--- config.mk ---
export PLATFORM = sky130hd
export DESIGN_NAME = haw_autowake
export DESIGN_NICKNAME = d
export VERILOG_FILES = /design/src/common/haw_pkg.sv /design/src/rtl/haw_wake_counter.sv /design/src/rtl/haw_autowake.sv
export SDC_FILE = /design/constraint.sdc
export NUM_CORES = 1
export LEC_CHECK = 0
export BUFFER_PORTS_ARGS = -buffer_cell sky130_fd_sc_hd__buf_4
export CAP_MARGIN = 20
export CORE_MARGIN = 8
export CORE_UTILIZATION = 50
export CTS_CLUSTER_DIAMETER = 150
export DETAILED_ROUTE_END_ITERATION = 10
export PLACE_DENSITY = 0.8
export SKIP_LAST_GASP = 1
export SYNTH_ARGS = -nofsm -noshare
export SYNTH_HDL_FRONTEND = slang
export SYNTH_SLANG_ARGS = --single-unit
--- constraint.sdc ---
create_clock -name hclk -period 4.85 [get_ports hclk]
set_input_delay 0.7275 -clock hclk [delete_from_list [all_inputs] [get_ports hclk]]
set_output_delay 0.7275 -clock hclk [all_outputs]
set_load 0.03 [all_outputs]
--- src/common/haw_pkg.sv ---
`default_nettype none
package haw_pkg;
  // register indices; byte address is four times the index
  localparam logic [9:0]  PRESC_IDX      = 10'h049;
  localparam logic [9:0]  CSR_IDX        = 10'h04A;
  localparam logic [9:0]  IRQ_STAT_IDX   = 10'h04B;
  localparam logic [9:0]  IRQ_MASK_IDX   = 10'h04C;
  localparam int          ADDR_W         = 12;
  // reset values
  localparam logic [7:0]  PRESC_RST      = 8'hFF;
  localparam logic [2:0]  CSR_RST        = 3'h0;
  localparam logic [2:0]  IRQ_RST        = 3'h0;
  // control/status field positions
  localparam int          CSR_EN_BIT     = 0;
  localparam int          CSR_MEAS_BIT   = 1;
  localparam int          CSR_FLAG_BIT   = 2;
  // interrupt status field positions
  localparam int          IRQ_EXPIRE_BIT = 0;
  localparam int          IRQ_EXIT_BIT   = 1;
  localparam int          IRQ_RESUME_BIT = 2;
  localparam int          IRQ_W          = 3;
  // wake oscillator divider and start-up, in wake oscillator ticks
  localparam int          DIV_W          = 6;
  localparam logic [5:0]  DIV_LAST       = 6'h3F;
  localparam logic [2:0]  OSC_START_TICKS = 3'h4;
  // main oscillator stabilisation, in cpu cycles
  localparam logic [9:0]  STAB_SHORT     = 10'h100;
  localparam logic [9:0]  STAB_LONG      = 10'h200;
  localparam logic [1:0]  HTRANS_NONSEQ  = 2'h2;
  typedef enum logic [1:0] {ST_RUN, ST_HALT, ST_STAB} haw_state_t;
endpackage
`default_nettype wire

--- src/rtl/haw_wake_counter.sv ---
`timescale 1ns/100ps
`default_nettype none
module haw_wake_counter #(
  parameter bit ZERO_FIRES = 1'b1
) (
  input  wire logic       clk,        // system clock
  input  wire logic       rst_n,      // async reset, active low
  input  wire logic       run,        // halt with autowake enabled
  input  wire logic       tick,       // wake oscillator tick
  input  wire logic [7:0] presc,      // dividing factor
  output logic            expire      // one-cycle pulse at end of delay
);
  logic [2:0] start_reg, start_next;
  logic [5:0] div_reg,   div_next;
  logic [7:0] pre_reg,   pre_next;
  logic       fired_reg, fired_next;
  logic       exp_reg,   exp_next;

  always_comb begin
    start_next = start_reg;
    div_next   = div_reg;
    pre_next   = pre_reg;
    fired_next = fired_reg;
    exp_next   = 1'b0;
    if (!run) begin
      start_next = 3'h0;
      div_next   = 6'h00;
      pre_next   = 8'h00;
      fired_next = 1'b0;
    end else if (fired_reg) begin
      fired_next = 1'b1;
    end else if (presc == 8'h00 && ZERO_FIRES) begin
      exp_next   = 1'b1;
      fired_next = 1'b1;
    end else if (tick) begin
      if (start_reg != haw_pkg::OSC_START_TICKS) begin
        start_next = start_reg + 3'h1;
      end else if (div_reg != haw_pkg::DIV_LAST) begin
        div_next = div_reg + 6'h01;
      end else begin
        div_next = 6'h00;
        pre_next = pre_reg + 8'h01;
        if (pre_next == presc) begin
          exp_next   = 1'b1;
          fired_next = 1'b1;
        end
      end
    end
  end

  always_ff @(posedge clk or negedge rst_n) begin
    if (!rst_n) begin
      start_reg <= 3'h0;
      div_reg   <= 6'h00;
      pre_reg   <= 8'h00;
      fired_reg <= 1'b0;
      exp_reg   <= 1'b0;
    end else begin
      start_reg <= start_next;
      div_reg   <= div_next;
      pre_reg   <= pre_next;
      fired_reg <= fired_next;
      exp_reg   <= exp_next;
    end
  end

  assign expire = exp_reg;
endmodule
`default_nettype wire

--- src/rtl/haw_autowake.sv ---
`timescale 1ns/100ps
`default_nettype none
module haw_autowake #(
  parameter bit ZERO_FIRES = 1'b1
) (
  input  wire logic        hclk,                 // system clock, 25 MHz
  input  wire logic        hresetn,              // async reset, active low
  input  wire logic        hsel,                 // slave select
  input  wire logic [31:0] haddr,                // byte address
  input  wire logic [1:0]  htrans,               // transfer type
  input  wire logic        hwrite,               // write when high
  input  wire logic [2:0]  hsize,                // transfer size
  input  wire logic [31:0] hwdata,               // write data
  input  wire logic        hready,               // bus ready
  output logic             hreadyout,            // slave ready
  output logic [31:0]      hrdata,               // read data
  output logic             hresp,                // always okay
  input  wire logic        halt_exec,            // halt instruction executed, pulse
  input  wire logic        exit_irq,             // interrupt able to leave halt
  input  wire logic        wdg_active,           // watchdog running
  input  wire logic        watchdog_halt_option, // 1: halt allowed with watchdog
  input  wire logic        stab_long_sel,        // 1: 512-cycle stabilisation
  input  wire logic        wake_osc_tick,        // wake oscillator tick
  output logic             wake_osc_en,          // wake oscillator enable
  output logic             main_osc_en,          // main oscillator enable
  output logic             halt_autowake_mode,   // in autowake halt
  output logic             periph_clk_en,        // peripheral clocks running
  output logic             imask_force_clear,    // clear interrupt mask, pulse
  output logic             autowake_irq,         // pending wake interrupt
  output logic             cpu_resume,           // stabilisation done, pulse
  output logic             lt_capture_in,        // wake clock to capture input
  output logic             wdg_reset_req,        // watchdog reset, pulse
  output logic             irq                   // masked status interrupt
);
  //////////////////////////////////////////////////////////////////////////////
  // bus slave
  logic       dp_valid_reg, dp_valid_next;
  logic       dp_write_reg, dp_write_next;
  logic [9:0] dp_idx_reg,   dp_idx_next;
  logic       dp_hit_reg,   dp_hit_next;
  logic       rd_wait_reg,  rd_wait_next;
  logic [31:0] hrdata_reg,  hrdata_next;
  logic       addr_phase;
  logic       addr_hit;
  logic       wr_en;
  logic       rd_load;
  logic [31:0] rd_mux;

  assign addr_phase = hsel && hready && (htrans == haw_pkg::HTRANS_NONSEQ);
  assign addr_hit   = (haddr[31:haw_pkg::ADDR_W] == '0) && (haddr[1:0] == 2'h0);
  assign wr_en      = dp_valid_reg && dp_write_reg && dp_hit_reg;
  assign rd_load    = dp_valid_reg && !dp_write_reg && !rd_wait_reg;

  always_comb begin
    dp_valid_next = 1'b0;
    dp_write_next = dp_write_reg;
    dp_idx_next   = dp_idx_reg;
    dp_hit_next   = dp_hit_reg;
    rd_wait_next  = 1'b0;
    hrdata_next   = hrdata_reg;
    if (dp_valid_reg && !dp_write_reg && !rd_wait_reg) begin
      dp_valid_next = 1'b1;
      rd_wait_next  = 1'b1;
      hrdata_next   = dp_hit_reg ? rd_mux : 32'h0000_0000;
    end else if (addr_phase) begin
      dp_valid_next = 1'b1;
      dp_write_next = hwrite;
      dp_idx_next   = haddr[11:2];
      dp_hit_next   = addr_hit;
    end
  end

  always_ff @(posedge hclk or negedge hresetn) begin
    if (!hresetn) begin
      dp_valid_reg <= 1'b0;
      dp_write_reg <= 1'b0;
      dp_idx_reg   <= 10'h000;
      dp_hit_reg   <= 1'b0;
      rd_wait_reg  <= 1'b0;
      hrdata_reg   <= 32'h0000_0000;
    end else begin
      dp_valid_reg <= dp_valid_next;
      dp_write_reg <= dp_write_next;
      dp_idx_reg   <= dp_idx_next;
      dp_hit_reg   <= dp_hit_next;
      rd_wait_reg  <= rd_wait_next;
      hrdata_reg   <= hrdata_next;
    end
  end

  // reads take one wait state so the returned word and read-clear agree
  assign hreadyout = !(dp_valid_reg && !dp_write_reg && !rd_wait_reg);
  assign hrdata    = hrdata_reg;
  assign hresp     = 1'b0;

  //////////////////////////////////////////////////////////////////////////////
  // registers
  logic [7:0]  presc_reg,  presc_next;
  logic        en_reg,     en_next;
  logic        meas_reg,   meas_next;
  logic        flag_reg,   flag_next;
  logic [2:0]  stat_reg,   stat_next;
  logic [2:0]  mask_reg,   mask_next;
  logic        expire;
  logic        csr_rd;
  logic [2:0]  events;

  assign csr_rd = rd_load && dp_hit_reg && (dp_idx_reg == haw_pkg::CSR_IDX);

  always_comb begin
    rd_mux = 32'h0000_0000;
    case (dp_idx_reg)
      haw_pkg::PRESC_IDX:    rd_mux = {24'h000000, presc_reg};
      haw_pkg::CSR_IDX:      rd_mux = {29'h0, flag_reg, meas_reg, en_reg};
      haw_pkg::IRQ_STAT_IDX: rd_mux = {29'h0, stat_reg};
      haw_pkg::IRQ_MASK_IDX: rd_mux = {29'h0, mask_reg};
      default:               rd_mux = 32'h0000_0000;
    endcase
  end

  always_comb begin
    presc_next = presc_reg;
    en_next    = en_reg;
    meas_next  = meas_reg;
    flag_next  = flag_reg;
    stat_next  = stat_reg;
    mask_next  = mask_reg;
    if (wr_en) begin
      case (dp_idx_reg)
        haw_pkg::PRESC_IDX: begin
          if (hwdata[7:0] != 8'h00 || ZERO_FIRES) begin
            presc_next = hwdata[7:0];
          end
        end
        haw_pkg::CSR_IDX: begin
          en_next   = hwdata[haw_pkg::CSR_EN_BIT];
          meas_next = hwdata[haw_pkg::CSR_MEAS_BIT];
        end
        haw_pkg::IRQ_STAT_IDX: stat_next = stat_reg & ~hwdata[2:0];
        haw_pkg::IRQ_MASK_IDX: mask_next = hwdata[2:0];
        default: ;
      endcase
    end
    if (csr_rd) begin
      flag_next = 1'b0;
    end
    if (expire) begin
      flag_next = 1'b1;
    end
    stat_next = stat_next | events;
  end

  always_ff @(posedge hclk or negedge hresetn) begin
    if (!hresetn) begin
      presc_reg <= haw_pkg::PRESC_RST;
      en_reg    <= haw_pkg::CSR_RST[haw_pkg::CSR_EN_BIT];
      meas_reg  <= haw_pkg::CSR_RST[haw_pkg::CSR_MEAS_BIT];
      flag_reg  <= haw_pkg::CSR_RST[haw_pkg::CSR_FLAG_BIT];
      stat_reg  <= haw_pkg::IRQ_RST;
      mask_reg  <= haw_pkg::IRQ_RST;
    end else begin
      presc_reg <= presc_next;
      en_reg    <= en_next;
      meas_reg  <= meas_next;
      flag_reg  <= flag_next;
      stat_reg  <= stat_next;
      mask_reg  <= mask_next;
    end
  end

  assign autowake_irq = flag_reg;

  //////////////////////////////////////////////////////////////////////////////
  // power-mode sequencer
  haw_pkg::haw_state_t state_reg, state_next;
  logic [9:0] stab_cnt_reg,  stab_cnt_next;
  logic       stab_long_reg, stab_long_next;
  logic       resume_reg,    resume_next;
  logic       imask_reg,     imask_next;
  logic       wdg_reg,       wdg_next;
  logic       cap_reg,       cap_next;
  logic       irq_reg,       irq_next;
  logic       exit_ev;
  logic       wdg_block;
  logic [9:0] stab_target;

  assign wdg_block   = wdg_active && !watchdog_halt_option;
  assign stab_target = stab_long_reg ? haw_pkg::STAB_LONG : haw_pkg::STAB_SHORT;

  always_comb begin
    state_next     = state_reg;
    stab_cnt_next  = stab_cnt_reg;
    stab_long_next = stab_long_reg;
    resume_next    = 1'b0;
    imask_next     = 1'b0;
    wdg_next       = 1'b0;
    exit_ev        = 1'b0;
    case (state_reg)
      haw_pkg::ST_RUN: begin
        if (halt_exec && wdg_block) begin
          wdg_next = 1'b1;
        end else if (halt_exec) begin
          state_next = haw_pkg::ST_HALT;
          imask_next = 1'b1;
        end
      end
      haw_pkg::ST_HALT: begin
        if (expire || exit_irq) begin
          state_next     = haw_pkg::ST_STAB;
          stab_cnt_next  = 10'h000;
          stab_long_next = stab_long_sel;
          exit_ev        = !expire;
        end
      end
      haw_pkg::ST_STAB: begin
        stab_cnt_next = stab_cnt_reg + 10'h001;
        if (stab_cnt_reg == stab_target - 10'h001) begin
          state_next  = haw_pkg::ST_RUN;
          resume_next = 1'b1;
        end
      end
      default: state_next = haw_pkg::ST_RUN;
    endcase
    cap_next = (state_reg == haw_pkg::ST_RUN) && meas_reg && wake_osc_tick;
    irq_next = |(stat_reg & mask_reg);
  end

  always_ff @(posedge hclk or negedge hresetn) begin
    if (!hresetn) begin
      state_reg     <= haw_pkg::ST_RUN;
      stab_cnt_reg  <= 10'h000;
      stab_long_reg <= 1'b0;
      resume_reg    <= 1'b0;
      imask_reg     <= 1'b0;
      wdg_reg       <= 1'b0;
      cap_reg       <= 1'b0;
      irq_reg       <= 1'b0;
    end else begin
      state_reg     <= state_next;
      stab_cnt_reg  <= stab_cnt_next;
      stab_long_reg <= stab_long_next;
      resume_reg    <= resume_next;
      imask_reg     <= imask_next;
      wdg_reg       <= wdg_next;
      cap_reg       <= cap_next;
      irq_reg       <= irq_next;
    end
  end

  assign events[haw_pkg::IRQ_EXPIRE_BIT] = expire;
  assign events[haw_pkg::IRQ_EXIT_BIT]   = exit_ev;
  assign events[haw_pkg::IRQ_RESUME_BIT] = resume_reg;

  haw_wake_counter #(
    .ZERO_FIRES (ZERO_FIRES)
  ) u_counter (
    .clk    (hclk),
    .rst_n  (hresetn),
    .run    ((state_reg == haw_pkg::ST_HALT) && en_reg),
    .tick   (wake_osc_tick),
    .presc  (presc_reg),
    .expire (expire)
  );

  // main oscillator and peripherals stop for the whole halt
  assign main_osc_en        = (state_reg != haw_pkg::ST_HALT);
  assign periph_clk_en      = (state_reg == haw_pkg::ST_RUN);
  assign halt_autowake_mode = (state_reg == haw_pkg::ST_HALT) && en_reg;
  assign wake_osc_en        = halt_autowake_mode ||
                              ((state_reg == haw_pkg::ST_RUN) && meas_reg);
  assign imask_force_clear  = imask_reg;
  assign cpu_resume         = resume_reg;
  assign wdg_reset_req      = wdg_reg;
  assign lt_capture_in      = cap_reg;
  assign irq                = irq_reg;
endmodule
`default_nettype wire

==> flow_metrics.tcl <==
set metrics [dict create \
    dieHeight_microns 105.1 \
    synth-compound-area-share_pct 10.38 \
    area_growth_pct 18.39 \
    ant_nets 0 \
    tns_ns 0 \
    drive_gt1_share_pct 27.31 \
    avgSynthCellArea_sq_um 10.47 \
    r2r_start "u_counter.start_reg[0]" \
    seqCellArea_sq_um 1912 \
    nets 534 \
    first_pass_iters 5 \
    multi_input_area_sq_um 1861 \
    first_iter_violations 115 \
    drv_cap 0 \
    ys_types 52 \
    route.detailed.drc 0 \
    synth-main-ff-cell "dfrtp_1" \
    yosysTopAreaCell "dfrtp_1" \
    worst_ep_arrival_time_ns 1.82 \
    avgRoutedWirePerCell_microns 15.31 \
    tritoncts.num_buffers 9 \
    synth_cells 379 \
    hold_viol 0 \
    clock.fmax_ghz 0.3922 \
    min_from "cpu_resume" \
    worstSetupPathType "reg2out" \
    worstMarginPinSlew_ns 1.089 \
    cts_tree "done" \
    fillers 634 \
    die_x_microns 105.1 \
    r2r_slack_ns 2.54 \
    rsz0062_at_grt "no" \
    muxShareOfSynthArea_pct 8.801 \
    hpwlAfterDp_microns 6277 \
    ys_ff_latch 76 \
    ir_worst_vdd_mv 0.1349 \
    grt_pass1_wl_microns 14210 \
    num_vias 3006 \
    finalSetupViolations 0 \
    clock-sinks 76 \
    reg2reg_depth 7 \
    yosysWarnings 0 \
    io_pins 124 \
    synthTopCellsByArea "dfrtp_1 43%, mux2_2 6.5%, dfstp_2 5.3%, buf_4 4.7%, nor2_1 3.3%" \
    status "finished, final reports clean" \
    holdWs_ns 0.4601 \
    synthSimpleGateAreaFrac_pct 19.59 \
    cts_htree_levels 3 \
    max-slew-margin-rel_pct 27.24 \
    syn_area_sq_um 3966 \
    grt_antenna_before_repair 0 \
    drt_wl_total_microns 8512 \
    synth_fa_ha_area_share_pct 1.577 \
    p_per_area_nw_per_um2 296.5 \
    synth_top_family_by_area "simple AND/OR/NAND/NOR gates" \
    finalCritPeriodShare_pct 52.58 \
    whs_endpoint "stat_reg[2]" \
    cts_setup_buffers 0 \
    ys_seq_area_share_pct 48.20 \
    synth_most_common_cell "dfrtp_1" \
    synthArstFlopShare_pct 100.0 \
    antenna_cells 0 \
    die-area_sq_um 11040 \
    setup_ws_ns 2.300 \
    dp.cells 540 \
    port_buffers 71 \
    power_leakage_nw 2.178 \
    critPathCaptureType "output port" \
    grt_max_degree 77 \
    core_area_sq_um 7727 \
    via_per_inst 5.406 \
    root_buffer "clkbuf_8" \
    synthXorXnorAreaFrac_pct 4.196 \
    row_count 32 \
    rr_endpoint "u_counter.div_reg[3]" \
    clkTransAtPathRegs_ns 0.07 \
    synthTopCellsByCount "68 x dfrtp_1, 35 x nor2_1, 32 x nand2_1, 25 x buf_4, 23 x mux2_2" \
    skew_ns 0.006082 \
    layout.cells.non_filler 556 \
    ctsLongestPathBuffers 2 \
    synth.top_cell.area_share_pct 42.90 \
    track_usage_pct 15.60 \
    synth_edf_count 0 \
    path_max_fanout 20 \
    required_ns 4.12 \
    slew_violations 0 \
    clk_latency_ns 0.35 \
    initial_core_util_pct 51.33 \
    gp_congestion 0.8909 \
    critPathLaunchType "flop" \
    first_global_vias 3054 \
    hold_class "reg2reg" \
    cts_resized 0 \
    period_minus_slack_ns 2.550 \
    whs_path_depth 1 \
    hold_buffers 0 \
    place_ws_ns 2.385 \
    finalPower_mw 1.392 \
    overflow 0 \
]
critical path, cell delays in order (launching register included):
cell and delay [ns]:
dfrtp_1 0.41, nor2b_1 0.21, nand2_1 0.46, inv_1 0.21
buf_4 0.19
cells by family after synthesis:
group,after synthesis
AOI/OAI and AO/OA,56
xor gates and xnor gates,19
buffers and inverters,48
adders and majority gates,5
and+or+nand+nor,142
other,1
DFF,76
muxes,32
cells in the final DEF, fill, tap and decap left out, types with 2 or more instances in the layout:
cell,n
o22ai_1,2
a21o_1,4
conb_1,25
mux2i_1,9
nand4b_1,2
o21ai_0,10
dfstp_2,8
dfrtp_1,68
nand2_1,32
nand2b_1,6
nor2b_1,4
nand4_1,8
mux2_2,23
o31ai_1,3
or3_1,2
nor4_4,2
o2111ai_1,2
xor2_1,14
and3_1,11
inv_1,12
ha_1,5
nand3b_1,2
a22o_1,10
a21oi_1,9
and2_1,3
xnor2_1,5
o2bb2ai_1,3
nand3_1,19
bufinv_16,2
clkbuf_1,2
clkbuf_8,10
nor4_1,10
buf_4,71
nor2_1,35
per-stage QoR:
step | cell area, sq um | utilization (%)
6_report | 4696 | 60.77
5_1_grt | 4696 | 60.77
4_1_cts | 4696 | 60.77
3_5_place_dp | 4478 | 57.95
3_3_place_gp | 4478 | 57.95
2_1_floorplan | 4056 | -
routing by layer:
layer	global-route usage [%]	share of wire (%)	vias up
met5	0	0	-
met1	18.09	42	1455
met3	5.897	8.6	8
met4	5.912	1.4	0
li1	-	-	1448
met2	25.66	48	95
area by class of cell:
cell class | count | area share, %
Multi-Input combinational cell | 279 | 39.62
Clock buffer | 12 | 3.091
Sequential cell | 76 | 40.71
Tap cell | 102 | 2.718
Clock inverter | 4 | 1.545
Inverter | 12 | 0.9592
Timing Repair Buffer | 71 | 11.35
power by group:
| part | switching [mW] | total (mW) | internal, mW |
|---|---|---|---|
| combinational | 0.0919 | 0.162 | 0.0702 |
| clock | 0.224 | 0.527 | 0.303 |
| sequential | 0.0359 | 0.703 | 0.667 |
how the worst max path moves through the flow:
stage,from,endpoint,slack [ns],cells past startpoint
2_1_floorplan,state_reg[0],wake_osc_en,2.69,5
3_3_place_gp,wake_osc_tick,u_counter.div_reg[3],2.43,6
3_5_place_dp,wake_osc_tick,u_counter.div_reg[3],2.39,6
4_1_cts,state_reg[1],halt_autowake_mode,2.29,4
5_1_grt,state_reg[0],halt_autowake_mode,2.14,4
6_report,state_reg[1],halt_autowake_mode,2.30,4
No activity file was read; power rests on OpenSTA's default activity.
